[config.mk]
export PLATFORM = sky130hd
export DESIGN_NAME = usb_in_endpoint_control_low
export DESIGN_NICKNAME = d
export VERILOG_FILES = /design/src/logic/in_ep_ctl_pkg.sv /design/src/logic/usb_in_endpoint_control_low.sv
export SDC_FILE = /design/constraint.sdc
export NUM_CORES = 1
export LEC_CHECK = 0
export BUFFER_PORTS_ARGS = -buffer_cell sky130_fd_sc_hd__buf_2
export CAP_MARGIN = 0
export CORE_MARGIN = 2
export CORE_UTILIZATION = 47
export CTS_CLUSTER_SIZE = 14
export DETAILED_ROUTE_END_ITERATION = 8
export HOLD_SLACK_MARGIN = 0.03
export PLACE_DENSITY = 0.73
export SYNTH_ARGS = -nofsm -noshare
export SYNTH_HDL_FRONTEND = slang
export SYNTH_SLANG_ARGS = --single-unit
[constraint.sdc]
create_clock -name clk_i -period 9.06 [get_ports clk_i]
set_input_delay 1.812 -clock clk_i [delete_from_list [all_inputs] [get_ports clk_i]]
set_output_delay 1.812 -clock clk_i [all_outputs]
set_load 0.005 [all_outputs]
[src/logic/in_ep_ctl_pkg.sv]
package in_ep_ctl_pkg;

    // ------------------------------------------------------------
    // Register map (byte address = 4 x register index)
    // ------------------------------------------------------------
    localparam logic [7:0] IDX_CTL_LOW    = 8'h11;  // Control low register index
    localparam logic [7:0] IDX_INDEX      = 8'h0E;  // Endpoint select index
    localparam logic [7:0] IDX_CTL_HIGH   = 8'h12;  // Mode bits (ISO, double buffer)
    localparam logic [7:0] IDX_IRQ_STAT   = 8'h20;  // Sticky event status
    localparam logic [7:0] IDX_IRQ_CLR    = 8'h21;  // Write-one-to-clear
    localparam logic [7:0] IDX_IRQ_EN     = 8'h22;  // Interrupt enable
    localparam logic [7:0] IDX_EP_STATUS  = 8'h23;  // Packet count readback

    // ------------------------------------------------------------
    // Control low field positions
    // ------------------------------------------------------------
    localparam int B_PKT_RDY   = 0;
    localparam int B_FIFO_NE   = 1;
    localparam int B_UNDERRUN  = 2;
    localparam int B_FLUSH     = 3;
    localparam int B_SEND_STL  = 4;
    localparam int B_STL_SENT  = 5;
    localparam int B_CLR_TOG   = 6;

    // Control high field positions
    localparam int B_ISO       = 6;
    localparam int B_DBL_BUF   = 7;

    // Interrupt status bit positions, per endpoint base
    localparam int B_EV_TX     = 0;
    localparam int B_EV_FLUSH  = 1;
    localparam int B_EV_STALL  = 2;

    // ------------------------------------------------------------
    // Sizes and reset values
    // ------------------------------------------------------------
    localparam int          NUM_EP     = 2;
    localparam logic [7:0]  CTL_RST    = 8'h00;
    localparam logic [1:0]  CNT_ONE    = 2'h1;
    localparam logic [1:0]  CNT_ZERO   = 2'h0;
    localparam logic [1:0]  EP_FIRST   = 2'h1;
    localparam logic [31:0] RD_UNMAPPED = 32'h0000_0000;

    // Answer given to one IN token
    typedef enum logic [1:0] {
        ANS_NONE  = 2'b00,
        ANS_DATA  = 2'b01,
        ANS_NAK   = 2'b10,
        ANS_STALL = 2'b11
    } answer_t;

    // Token from the link: valid flag and endpoint number
    typedef struct packed {
        logic       valid;
        logic [1:0] ep;
    } token_t;

    // Per-endpoint state
    typedef struct packed {
        logic [1:0] pkts;      // Packets queued in the FIFO
        logic       rdy;       // Packet ready bit
        logic       toggle;    // Data toggle
        logic       stl_req;   // Send stall request
        logic       stl_sent;  // Stall sent flag
        logic       underrun;  // Underrun flag
        logic       flush;     // Flush in progress
        logic       iso;       // Isochronous mode
        logic       dbl;       // Double buffering
    } ep_t;

endpackage

[src/logic/usb_in_endpoint_control_low.sv]
// What this block does
// - Clear-toggle write forces data toggle to zero
// - Clear-toggle bit always reads back zero
// - Stall handshake sent sets stall-sent flag
// - Send-stall held answers every IN with STALL
// - Send-stall ignored in isochronous mode
// - Flush write discards exactly one queued packet
// - Flush decrements packet count, clears packet-ready bit
// - Flush bit self-clears when flush completes
// - Iso IN without packet: zero-length, set underrun
// - FIFO-not-empty shows packets are queued
// - Packet-ready cleared on send or open slot
// - Index register selects visible endpoint
//
// Register access over Avalon-MM is this design's own decision.
module usb_in_endpoint_control_low (
    input  wire logic                     clk_i,
    input  wire logic                     reset_n_i,
    input  wire logic                     clk_en_i,
    // Avalon-MM slave
    input  wire logic [9:0]               avs_address_i,
    input  wire logic                     avs_read_i,
    input  wire logic                     avs_write_i,
    input  wire logic [31:0]              avs_writedata_i,
    input  wire logic [3:0]               avs_byteenable_i,
    output logic      [31:0]              avs_readdata_o,
    output logic                          avs_waitrequest_o,
    // Link side: IN token and its answer
    input  wire logic                     token_valid_i,
    input  wire logic [1:0]               token_ep_i,
    input  wire logic                     host_ack_i,
    output logic      [1:0]               answer_o,
    output logic                          answer_zero_len_o,
    output logic                          answer_toggle_o,
    // Local FIFO load strobe (one packet written into an endpoint FIFO)
    input  wire logic                     load_valid_i,
    input  wire logic [1:0]               load_ep_i,
    output logic                          irq_o
);

    // ------------------------------------------------------------
    // State
    // ------------------------------------------------------------
    in_ep_ctl_pkg::ep_t            ep_r   [in_ep_ctl_pkg::NUM_EP];  // Endpoint state
    in_ep_ctl_pkg::ep_t            ep_nxt [in_ep_ctl_pkg::NUM_EP];
    logic [1:0]                    sel_r;        // Selected endpoint
    logic [1:0]                    sel_nxt;
    logic [5:0]                    stat_r;       // Sticky interrupt status
    logic [5:0]                    stat_nxt;
    logic [5:0]                    en_r;         // Interrupt enables
    logic [5:0]                    en_nxt;
    logic                          ack_r;        // Bus answer pending
    logic                          ack_nxt;
    logic [31:0]                   rdata_r;      // Registered read data
    logic [31:0]                   rdata_nxt;
    logic [1:0]                    ans_r;        // Registered link answer
    logic [1:0]                    ans_nxt;
    logic                          zl_r;
    logic                          zl_nxt;
    logic                          tog_r;
    logic                          tog_nxt;

    // Decoded bus access
    logic [7:0]                    idx;
    logic                          wr;
    logic                          rd;
    logic [7:0]                    wb;
    logic                          sel_ok;
    logic [0:0]                    si;

    assign idx    = avs_address_i[9:2];
    // Writes land at the completing edge, where waitrequest is seen low
    assign wr     = avs_write_i && ack_r && avs_byteenable_i[0];
    assign rd     = avs_read_i && !ack_r;
    assign wb     = avs_writedata_i[7:0];
    // Endpoint 1 or 2 selected
    assign sel_ok = (sel_r == in_ep_ctl_pkg::EP_FIRST) || (sel_r == 2'h2);
    assign si     = sel_r[1:1];

    // ------------------------------------------------------------
    // Outputs
    // ------------------------------------------------------------
    assign avs_waitrequest_o = (avs_read_i || avs_write_i) && !ack_r;
    assign avs_readdata_o    = rdata_r;
    assign answer_o          = ans_r;
    assign answer_zero_len_o = zl_r;
    assign answer_toggle_o   = tog_r;
    assign irq_o             = |(stat_r & en_r);

    // ------------------------------------------------------------
    // Next-state logic
    // ------------------------------------------------------------
    always_comb begin
        in_ep_ctl_pkg::ep_t e;
        logic [0:0]         ti;
        e         = '0;
        ti        = token_ep_i[1:1];
        sel_nxt   = sel_r;
        stat_nxt  = stat_r;
        en_nxt    = en_r;
        ack_nxt   = 1'b0;
        rdata_nxt = rdata_r;
        ans_nxt   = in_ep_ctl_pkg::ANS_NONE;
        zl_nxt    = 1'b0;
        tog_nxt   = 1'b0;
        for (int i = 0; i < in_ep_ctl_pkg::NUM_EP; i++) begin
            ep_nxt[i]       = ep_r[i];
            // Flush completes one cycle after it was requested
            if (ep_r[i].flush) begin
                ep_nxt[i].flush = 1'b0;
            end
        end

        // Bus access: answer one cycle after the request
        if ((avs_read_i || avs_write_i) && !ack_r) begin
            ack_nxt = 1'b1;
        end

        // Software clears of interrupt status (set wins below)
        if (wr && idx == in_ep_ctl_pkg::IDX_IRQ_CLR) begin
            stat_nxt = stat_r & ~wb[5:0];
        end

        // Link: one IN token
        if (token_valid_i && (token_ep_i == 2'h1 || token_ep_i == 2'h2)) begin
            e = ep_r[ti];
            if (e.stl_req && !e.iso) begin
                ans_nxt              = in_ep_ctl_pkg::ANS_STALL;
                ep_nxt[ti].stl_sent  = 1'b1;
                stat_nxt[3*ti + in_ep_ctl_pkg::B_EV_STALL] = 1'b1;
            end else if (e.pkts != in_ep_ctl_pkg::CNT_ZERO) begin
                ans_nxt             = in_ep_ctl_pkg::ANS_DATA;
                tog_nxt             = e.toggle;
                ep_nxt[ti].pkts     = e.pkts - in_ep_ctl_pkg::CNT_ONE;
                ep_nxt[ti].rdy      = 1'b0;
                stat_nxt[3*ti + in_ep_ctl_pkg::B_EV_TX] = 1'b1;
                if (e.iso || host_ack_i) begin
                    ep_nxt[ti].toggle = ~e.toggle;
                end
            end else if (e.iso) begin
                ans_nxt              = in_ep_ctl_pkg::ANS_DATA;
                zl_nxt               = 1'b1;
                tog_nxt              = e.toggle;
                ep_nxt[ti].underrun  = 1'b1;
            end else begin
                ans_nxt              = in_ep_ctl_pkg::ANS_NAK;
                ep_nxt[ti].underrun  = 1'b1;
            end
        end

        // FIFO load: one more queued packet, count held at two
        if (load_valid_i && (load_ep_i == 2'h1 || load_ep_i == 2'h2)) begin
            if (ep_nxt[load_ep_i[1:1]].pkts != 2'h2) begin
                ep_nxt[load_ep_i[1:1]].pkts = ep_nxt[load_ep_i[1:1]].pkts + in_ep_ctl_pkg::CNT_ONE;
            end
        end

        // Register writes
        if (wr) begin
            if (idx == in_ep_ctl_pkg::IDX_INDEX) begin
                sel_nxt = wb[1:0];
            end else if (idx == in_ep_ctl_pkg::IDX_IRQ_EN) begin
                en_nxt = wb[5:0];
            end else if (idx == in_ep_ctl_pkg::IDX_CTL_HIGH && sel_ok) begin
                ep_nxt[si].iso = wb[in_ep_ctl_pkg::B_ISO];
                ep_nxt[si].dbl = wb[in_ep_ctl_pkg::B_DBL_BUF];
            end else if (idx == in_ep_ctl_pkg::IDX_CTL_LOW && sel_ok) begin
                // Bit 7 is not stored
                if (wb[in_ep_ctl_pkg::B_CLR_TOG]) begin
                    ep_nxt[si].toggle = 1'b0;
                end
                ep_nxt[si].stl_req = wb[in_ep_ctl_pkg::B_SEND_STL];
                // Only a zero write clears, set by a same-cycle stall wins
                if (!wb[in_ep_ctl_pkg::B_STL_SENT]) begin
                    ep_nxt[si].stl_sent = ep_nxt[si].stl_sent & ans_nxt[0] & ans_nxt[1]
                                          & (ti == si) & token_valid_i;
                end
                if (!wb[in_ep_ctl_pkg::B_UNDERRUN]) begin
                    ep_nxt[si].underrun = ep_nxt[si].underrun & (ep_r[si].underrun == 1'b0);
                end
                if (wb[in_ep_ctl_pkg::B_PKT_RDY]) begin
                    // Ready clears at once when a second slot is open
                    ep_nxt[si].rdy = !(ep_r[si].dbl && ep_nxt[si].pkts != 2'h2);
                end
                if (wb[in_ep_ctl_pkg::B_FLUSH] && ep_nxt[si].pkts != in_ep_ctl_pkg::CNT_ZERO) begin
                    ep_nxt[si].flush = 1'b1;
                    ep_nxt[si].pkts  = ep_nxt[si].pkts - in_ep_ctl_pkg::CNT_ONE;
                    ep_nxt[si].rdy   = 1'b0;
                    stat_nxt[3*si + in_ep_ctl_pkg::B_EV_FLUSH] = 1'b1;
                end
            end
        end

        // Register reads
        if (rd) begin
            rdata_nxt = in_ep_ctl_pkg::RD_UNMAPPED;
            if (idx == in_ep_ctl_pkg::IDX_INDEX) begin
                rdata_nxt[1:0] = sel_r;
            end else if (idx == in_ep_ctl_pkg::IDX_IRQ_STAT) begin
                rdata_nxt[5:0] = stat_r;
            end else if (idx == in_ep_ctl_pkg::IDX_IRQ_EN) begin
                rdata_nxt[5:0] = en_r;
            end else if (idx == in_ep_ctl_pkg::IDX_CTL_HIGH && sel_ok) begin
                rdata_nxt[in_ep_ctl_pkg::B_ISO]     = ep_r[si].iso;
                rdata_nxt[in_ep_ctl_pkg::B_DBL_BUF] = ep_r[si].dbl;
            end else if (idx == in_ep_ctl_pkg::IDX_CTL_LOW && sel_ok) begin
                // Clear-toggle and bit 7 read zero
                rdata_nxt[in_ep_ctl_pkg::B_PKT_RDY]  = ep_r[si].rdy;
                rdata_nxt[in_ep_ctl_pkg::B_FIFO_NE]  = ep_r[si].pkts != in_ep_ctl_pkg::CNT_ZERO;
                rdata_nxt[in_ep_ctl_pkg::B_UNDERRUN] = ep_r[si].underrun;
                rdata_nxt[in_ep_ctl_pkg::B_FLUSH]    = ep_r[si].flush;
                rdata_nxt[in_ep_ctl_pkg::B_SEND_STL] = ep_r[si].stl_req;
                rdata_nxt[in_ep_ctl_pkg::B_STL_SENT] = ep_r[si].stl_sent;
            end else if (idx == in_ep_ctl_pkg::IDX_EP_STATUS && sel_ok) begin
                rdata_nxt[1:0] = ep_r[si].pkts;
                rdata_nxt[2]   = ep_r[si].toggle;
            end
        end
    end

    // ------------------------------------------------------------
    // Registers
    // ------------------------------------------------------------
    always_ff @(posedge clk_i or negedge reset_n_i) begin
        if (!reset_n_i) begin
            for (int i = 0; i < in_ep_ctl_pkg::NUM_EP; i++) begin
                ep_r[i] <= '0;
            end
            sel_r   <= in_ep_ctl_pkg::EP_FIRST;
            stat_r  <= '0;
            en_r    <= '0;
            ack_r   <= 1'b0;
            rdata_r <= '0;
            ans_r   <= in_ep_ctl_pkg::ANS_NONE;
            zl_r    <= 1'b0;
            tog_r   <= 1'b0;
        end else if (clk_en_i) begin
            for (int i = 0; i < in_ep_ctl_pkg::NUM_EP; i++) begin
                ep_r[i] <= ep_nxt[i];
            end
            sel_r   <= sel_nxt;
            stat_r  <= stat_nxt;
            en_r    <= en_nxt;
            ack_r   <= ack_nxt;
            rdata_r <= rdata_nxt;
            ans_r   <= ans_nxt;
            zl_r    <= zl_nxt;
            tog_r   <= tog_nxt;
        end
    end
endmodule

* Yosys cells after proc, flatten, opt, wreduce, memory -nomap -nowiden
Index checks and enable logic that the tools add are counted.
** Cells by class
- Add/sub/neg operators :: 5
- Multipliers :: 2
- $lt $le $gt $ge :: 12
- Eq/ne operators :: 16
- Multiplexer cells :: 146
- Bitwise operators :: 17
- Reductions and logical operators :: 34
** Operators with widths (count)
- 20-bit two-way mux :: 36
- 20-bit bitwise mux :: 16
- 10-bit two-way mux :: 21
- 10-bit demux with 1-bit select :: 15
- 6-bit two-way mux :: 15
- 8-bit by 6-bit equality test with 1-bit output (second input constant) :: 4
- 5-bit two-way mux :: 5
- 4-bit two-way mux :: 5
- 1-bit logical AND :: 19
- 2-bit two-way mux :: 9
- 6-bit OR :: 3
- 8-bit by 5-bit equality test with 1-bit output (second input constant) :: 2
- 8-bit two-way mux :: 2
- 7-bit two-way mux :: 2
- 1-bit two-way mux :: 13
- 6-bit AND :: 2
- 3-bit two-way mux :: 4
- 1-bit demux with 3-bit select :: 3
- 8-bit by 4-bit equality test with 1-bit output (second input constant) :: 1
- 4-bit by 1-bit greater-or-equal comparator with 1-bit output (second input constant) :: 2
- 4-bit less-than comparator (second input constant) :: 2
- 2-bit by 1-bit equality test with 1-bit output (second input constant) :: 3
- 2-bit equality test (second input constant) :: 3
- 2-bit greater-or-equal comparator (second input constant) :: 3
- other kinds (21) :: 42
** Storage, ports and cells
- Bits in registers :: 47
- Output and inout port bits :: 38

* Depth between registers and ports, before layout
- Depth in word-level cells :: 78
- Gate-level depth with buffers :: 19
- Depth with buffers taken out :: 17

* Least setup slack after synthesis
Ideal clock, no wire load.
- Path type :: input -> register
- Start :: input port token_ep_i[1]
- End :: register ep_r[19] in the netlist's numbering
- Data arrival time :: 5.112 ns
- Path slack :: 3.827 ns
- Stages :: 18
- Buffers on the path :: 2
- Cells stage by stage :: buf_2 -> mux2i_1 -> ha_1 -> or3b_1 -> buf_2 -> mux2i_1 -> a21bo_2 -> ha_1 -> nand4bb_1 -> nor2_1 -> a31oi_1 -> mux2_2 -> ha_1 -> nand2b_1 -> nor2_1 -> nand2_1 -> o21a_1 -> a22o_1
** Between the ends
- Word-level cells in the longest chain between the ends :: 61
- Elaborated cells on any way between the ends :: 88
- Classes of those cells :: add/sub: 3; order compare: 2; eq/ne: 3; mux: 70; bitwise: 1; reduce/logical: 9
** RTL lines
- start: declaration :: RTL line usb_in_endpoint_control_low.sv:30 : input wire logic [1:0] token_ep_i,
- 1-bit NOT with 2-bit output
- 10-bit two-way mux (implied by the code), or another cell as far along :: RTL line usb_in_endpoint_control_low.sv:126 : e = ep_r[ti];
- 10-bit two-way mux (implied by the code) or 1-bit logical AND (tied branches) :: RTL line usb_in_endpoint_control_low.sv:126, usb_in_endpoint_control_low.sv:134
- 10-bit two-way mux, on equally long branches :: RTL line usb_in_endpoint_control_low.sv:126, usb_in_endpoint_control_low.sv:134
- 2-bit by 1-bit subtractor with 2-bit output or 10-bit demux with 1-bit select (tied branches) :: RTL line usb_in_endpoint_control_low.sv:134 : ep_nxt[ti].pkts = e.pkts - in_ep_ctl_pkg::CNT_ONE;
- 20-bit bitwise mux :: RTL line usb_in_endpoint_control_low.sv:134
- 20-bit bitwise mux :: RTL line usb_in_endpoint_control_low.sv:135 : ep_nxt[ti].rdy = 1'b0;
- 20-bit bitwise mux :: RTL line usb_in_endpoint_control_low.sv:138 : ep_nxt[ti].toggle = ~e.toggle;
- (+45 left out)
- 20-bit bitwise mux :: RTL line usb_in_endpoint_control_low.sv:187 : ep_nxt[si].pkts = ep_nxt[si].pkts - in_ep_ctl_pkg::CNT_ONE;
- 20-bit bitwise mux :: RTL line usb_in_endpoint_control_low.sv:188 : ep_nxt[si].rdy = 1'b0;
- 20-bit two-way mux :: RTL line usb_in_endpoint_control_low.sv:185 : if (wb[in_ep_ctl_pkg::B_FLUSH] && ep_nxt[si].pkts != in_ep_ctl_pkg::CNT_ZERO) begin
- 20-bit two-way mux :: RTL line usb_in_endpoint_control_low.sv:167 : end else if (idx == in_ep_ctl_pkg::IDX_CTL_LOW && sel_ok) begin
- 20-bit two-way mux :: RTL line usb_in_endpoint_control_low.sv:164 : end else if (idx == in_ep_ctl_pkg::IDX_CTL_HIGH && sel_ok) begin
- 20-bit two-way mux :: RTL line usb_in_endpoint_control_low.sv:162 : end else if (idx == in_ep_ctl_pkg::IDX_IRQ_EN) begin
- 20-bit two-way mux :: RTL line usb_in_endpoint_control_low.sv:160 : if (idx == in_ep_ctl_pkg::IDX_INDEX) begin
- 20-bit two-way mux * :: RTL line usb_in_endpoint_control_low.sv:159 : if (wr) begin
- end signal: indexed assignment :: RTL line usb_in_endpoint_control_low.sv:239 : ep_r[i] <= ep_nxt[i];
- end: declaration :: RTL line usb_in_endpoint_control_low.sv:44 : in_ep_ctl_pkg::ep_t ep_r [in_ep_ctl_pkg::NUM_EP];
Every way passes the cells marked *; elsewhere a longest branch is shown, timed or not. The select of a mux whose other input is x is not followed.
A chain may end at the register's enable or synchronous reset.

* Worst setup path in the final report
Ends and elaborated chain as after synthesis.

==> out/metrics.cfg <==
[timing]
hold_viol_final = 0
rsz0062_at_grt = no
setup_tns_ns = 0
drv_slew = 0
period_needed_ns = 5.57
fin_skew_ns = 0.0107
maxSlewHeadroom = 0.269
fmax_ghz = 0.179
period_share = 0.615
setup_viol = 0
worst_pin_slew_ns = 1.09

[synth]
avgSynthCellArea_sq_um = 9.53
ys_seq_area_frac = 0.372
yosys.area_share.simple = 0.186
synth_top_family_by_area = simple AND/OR/NAND/NOR gates
synthMuxAreaShare = 0.125
synth_compound_area_frac = 0.175
synth-xor-area-share = 0.0332
ys_types = 61
synth_flop_cell = dfrtp_1
synth_warnings = 0
syn_area_sq_um = 3160
syn_inst = 332
synth_edf_count = 0
synth_fa_ha_area_frac = 0.0158
ys_seq_elements = 47
synthArstFlopShare = 1.00

[cells_and_area]
syn_to_final_growth_pct = 9.22
final_cell_mix = 46 x dfrtp_1, 42 x buf_2, 28 x nand2_1
fin_cells = 444
layout.nets = 428
n_antenna_cell = 0
drive_above_1_share = 0.210
mostFrequentLayoutCell = dfrtp_1

[critical_path]
end_kind = flip-flop
required_ns = 9.26
reg2reg_to = ep_r[19]$_DFFE_PN0P_
cpLargestDelayFamily = simple AND/OR/NAND/NOR gates
slowest_delay_ns = 0.57
path_cells = buf_2 -> mux2i_1 -> ha_1 -> or3b_1 -> mux2i_1 -> a21bo_2 -> ha_1 -> nand4bb_1 -> nor2_1 -> a21oi_1 -> mux2_2 -> ha_1 -> nand2b_1 -> nor2_1 -> nand2_1 -> o21a_1 -> a22o_1
critPathSlowestCell = or3b_1
cp_num_buf_inv = 1
cp.depth = 17
ff2ff_path_depth = 16
cp_common_cell = ha_1
r2r-start = ep_r[18]$_DFFE_PN0P_
critPathMaxFanout = 12
ff2ff_setup_slack_ns = 4.72
crit_start = token_ep_i[1]
critPathArrivalTime_ns = 5.78
startpoint_type = input port
crit_end = ep_r[19]$_DFFE_PN0P_
worstSetupPathType = input port to flip-flop

[clocking]
clock_latency_ns = 0.32
cts_resized = 0
cts.sinks = 47
numCtsBuffers = 5
tritoncts = built
cts_setup_buffers = 0
cts_hold_buf = 0
clk_pin_slew_ns = 0.09
htreeDepth = 2
clock_path_buffers = 2
cts_root_buf = clkbuf_8

[power_and_ir_drop]
seq_power_share = 0.424
p_leak_nw = 1.57
p_int_mw = 0.427
ir_drop_uv = 142
power_switching_mw = 0.209
comb_power_share = 0.279
p_sw_frac = 0.328
clkPwrFrac = 0.297
power_density_nw_per_um2 = 184

[floorplanning]
fp.dieW_um = 86.0
io_pins = 96
design.die.area_sq_um = 7400
rows = 29
coreArea_sq_um = 6420
die_h_um = 86.0
start_util = 0.492

[routing]
totalWireLength_um = 7670
drt-initial-drc-count = 244
drt_pass1_iterations = 5
drc = 0
drtAntennaViolNets = 0
vias = 2688
wl_per_cell_um = 17.3
avgViaCountPerCell = 6.05

[place]
gp_congestion = 0.907
portBuffers = 42
dp.cells = 436
dp_hpwl_um = 5690

[worst_hold_path]
hold_depth = 2
hold_path_class = flip-flop to flip-flop

[grt]
antenna_found_initial = 0
grt_max_degree = 48
grt_pass1_vias = 2454
grtUsageTotal = 0.215
grt-ovfl-total = 0
grt_pass1_wl_um = 12400

[job]
cap_violations = 0

[outcome]
status = finished, final reports clean

-- worst min path at each step --
stage,start,to
detailed placement,avs_readdata_o[7]$_DFFE_PN0P_,avs_readdata_o[7]$_DFFE_PN0P_
floorplan,ep_r[13]$_DFFE_PN0P_,ep_r[13]$_DFFE_PN0P_
CTS,avs_readdata_o[7]$_DFFE_PN0P_,avs_readdata_o[7]$_DFFE_PN0P_
global route,answer_o[1]$_DFFE_PN0P_,answer_o[1]$_DFFE_PN0P_
global placement,avs_readdata_o[7]$_DFFE_PN0P_,avs_readdata_o[7]$_DFFE_PN0P_
finish,avs_readdata_o[7]$_DFFE_PN0P_,avs_readdata_o[7]$_DFFE_PN0P_
-- worst reg2reg max path, stage by stage (launching register included) --
cell and delay (ns):
dfrtp_1 0.50, mux2i_1 0.12, ha_1 0.26, or3b_1 0.57, mux2i_1 0.21, a21bo_2 0.23, ha_1 0.18, nand4bb_1 0.31
nor2_1 0.15, a21oi_1 0.08, mux2_2 0.29, ha_1 0.18, nand2b_1 0.24, nor2_1 0.30, nand2_1 0.22, o21a_1 0.22
a22o_1 0.19
-- cell families after synthesis --
logic type               Yosys count
AO/OA/AOI/OAI                     78
XOR/XNOR                          12
adder cells (fa/ha/maj)            4
buffers and inverters             51
flip-flops                        47
multiplexers                      37
other                              1
AND/OR/NAND/NOR                  102
-- flip-flops by register name, indices dropped and copies added (netlist names) --
register           flops
ack_r                  1
answer_toggle_o        1
en_r                   6
answer_zero_len_o      1
answer_o               2
avs_readdata_o         8
sel_r                  2
ep_r                  20
stat_r                 6
-- per-layer routing --
| layer | GRT usage | vias up | part of all wire |
|---|---|---|---|
| met3 | 0.0481 | 17 | 0.081 |
| li1 | - | 1246 | - |
| met2 | 0.335 | 141 | 0.45 |
| met5 | 0 | - | 0 |
| met4 | 0.0592 | 0 | 0.017 |
| met1 | 0.303 | 1284 | 0.45 |
-- through the flow --
stage	area [sq um]	power [mW]	util	setup slack, ns	hold WS (ns)
final	3450	0.635	0.538	3.49	0.483
after global routing	3450	0.666	0.538	3.30	0.516
after CTS	3450	0.633	0.538	3.53	0.490
after detailed placement	3320	0.446	0.517	3.23	0.470
after global placement	3320	0.441	0.517	3.23	0.466
after floorplan	3250	0.396	-	3.83	0.451
-- layout make-up --
type	count	area (sq um)
inverter	12	45.0
clock inverter	3	67.6
sequential	47	1180
tap	77	96.3
multi-input combinational	257	1780
timing repair buffer	43	218
fill	587	2970
clock buffer	5	68.8
-- synthesized netlist by cell type (3+ instances only) --
master | n | area share
o31ai_1 | 4 | 0.0095
clkbuf_1 | 7 | 0.0083
mux2_2 | 16 | 0.057
mux2i_1 | 17 | 0.054
inv_1 | 12 | 0.014
a31oi_1 | 6 | 0.012
a22oi_1 | 3 | 0.0071
buf_2 | 7 | 0.011
o22ai_1 | 5 | 0.0099
mux2_1 | 4 | 0.014
o21ai_0 | 12 | 0.019
nor2b_1 | 3 | 0.0059
nor2_1 | 24 | 0.028
xor2_1 | 5 | 0.014
nand3b_1 | 5 | 0.012
nand4bb_1 | 3 | 0.011
a21o_1 | 3 | 0.0071
xnor2_1 | 7 | 0.019
nor3_1 | 4 | 0.0063
a21oi_1 | 11 | 0.017
nand2_1 | 28 | 0.033
a22o_1 | 11 | 0.030
nand3_1 | 7 | 0.011
nand2b_1 | 7 | 0.014
buf_4 | 24 | 0.057
dfrtp_1 | 46 | 0.36
ha_1 | 4 | 0.016
-- power by group through the flow --
stage / combinational [mW] / sequential, mW / clock (mW)
after CTS: 0.176 / 0.267 / 0.189
after detailed placement: 0.174 / 0.272 / 0
after floorplan: 0.137 / 0.259 / 0
after global placement: 0.171 / 0.270 / 0
final: 0.177 / 0.269 / 0.189
after global routing: 0.199 / 0.271 / 0.196
No activity file was read; power rests on OpenSTA's default activity.
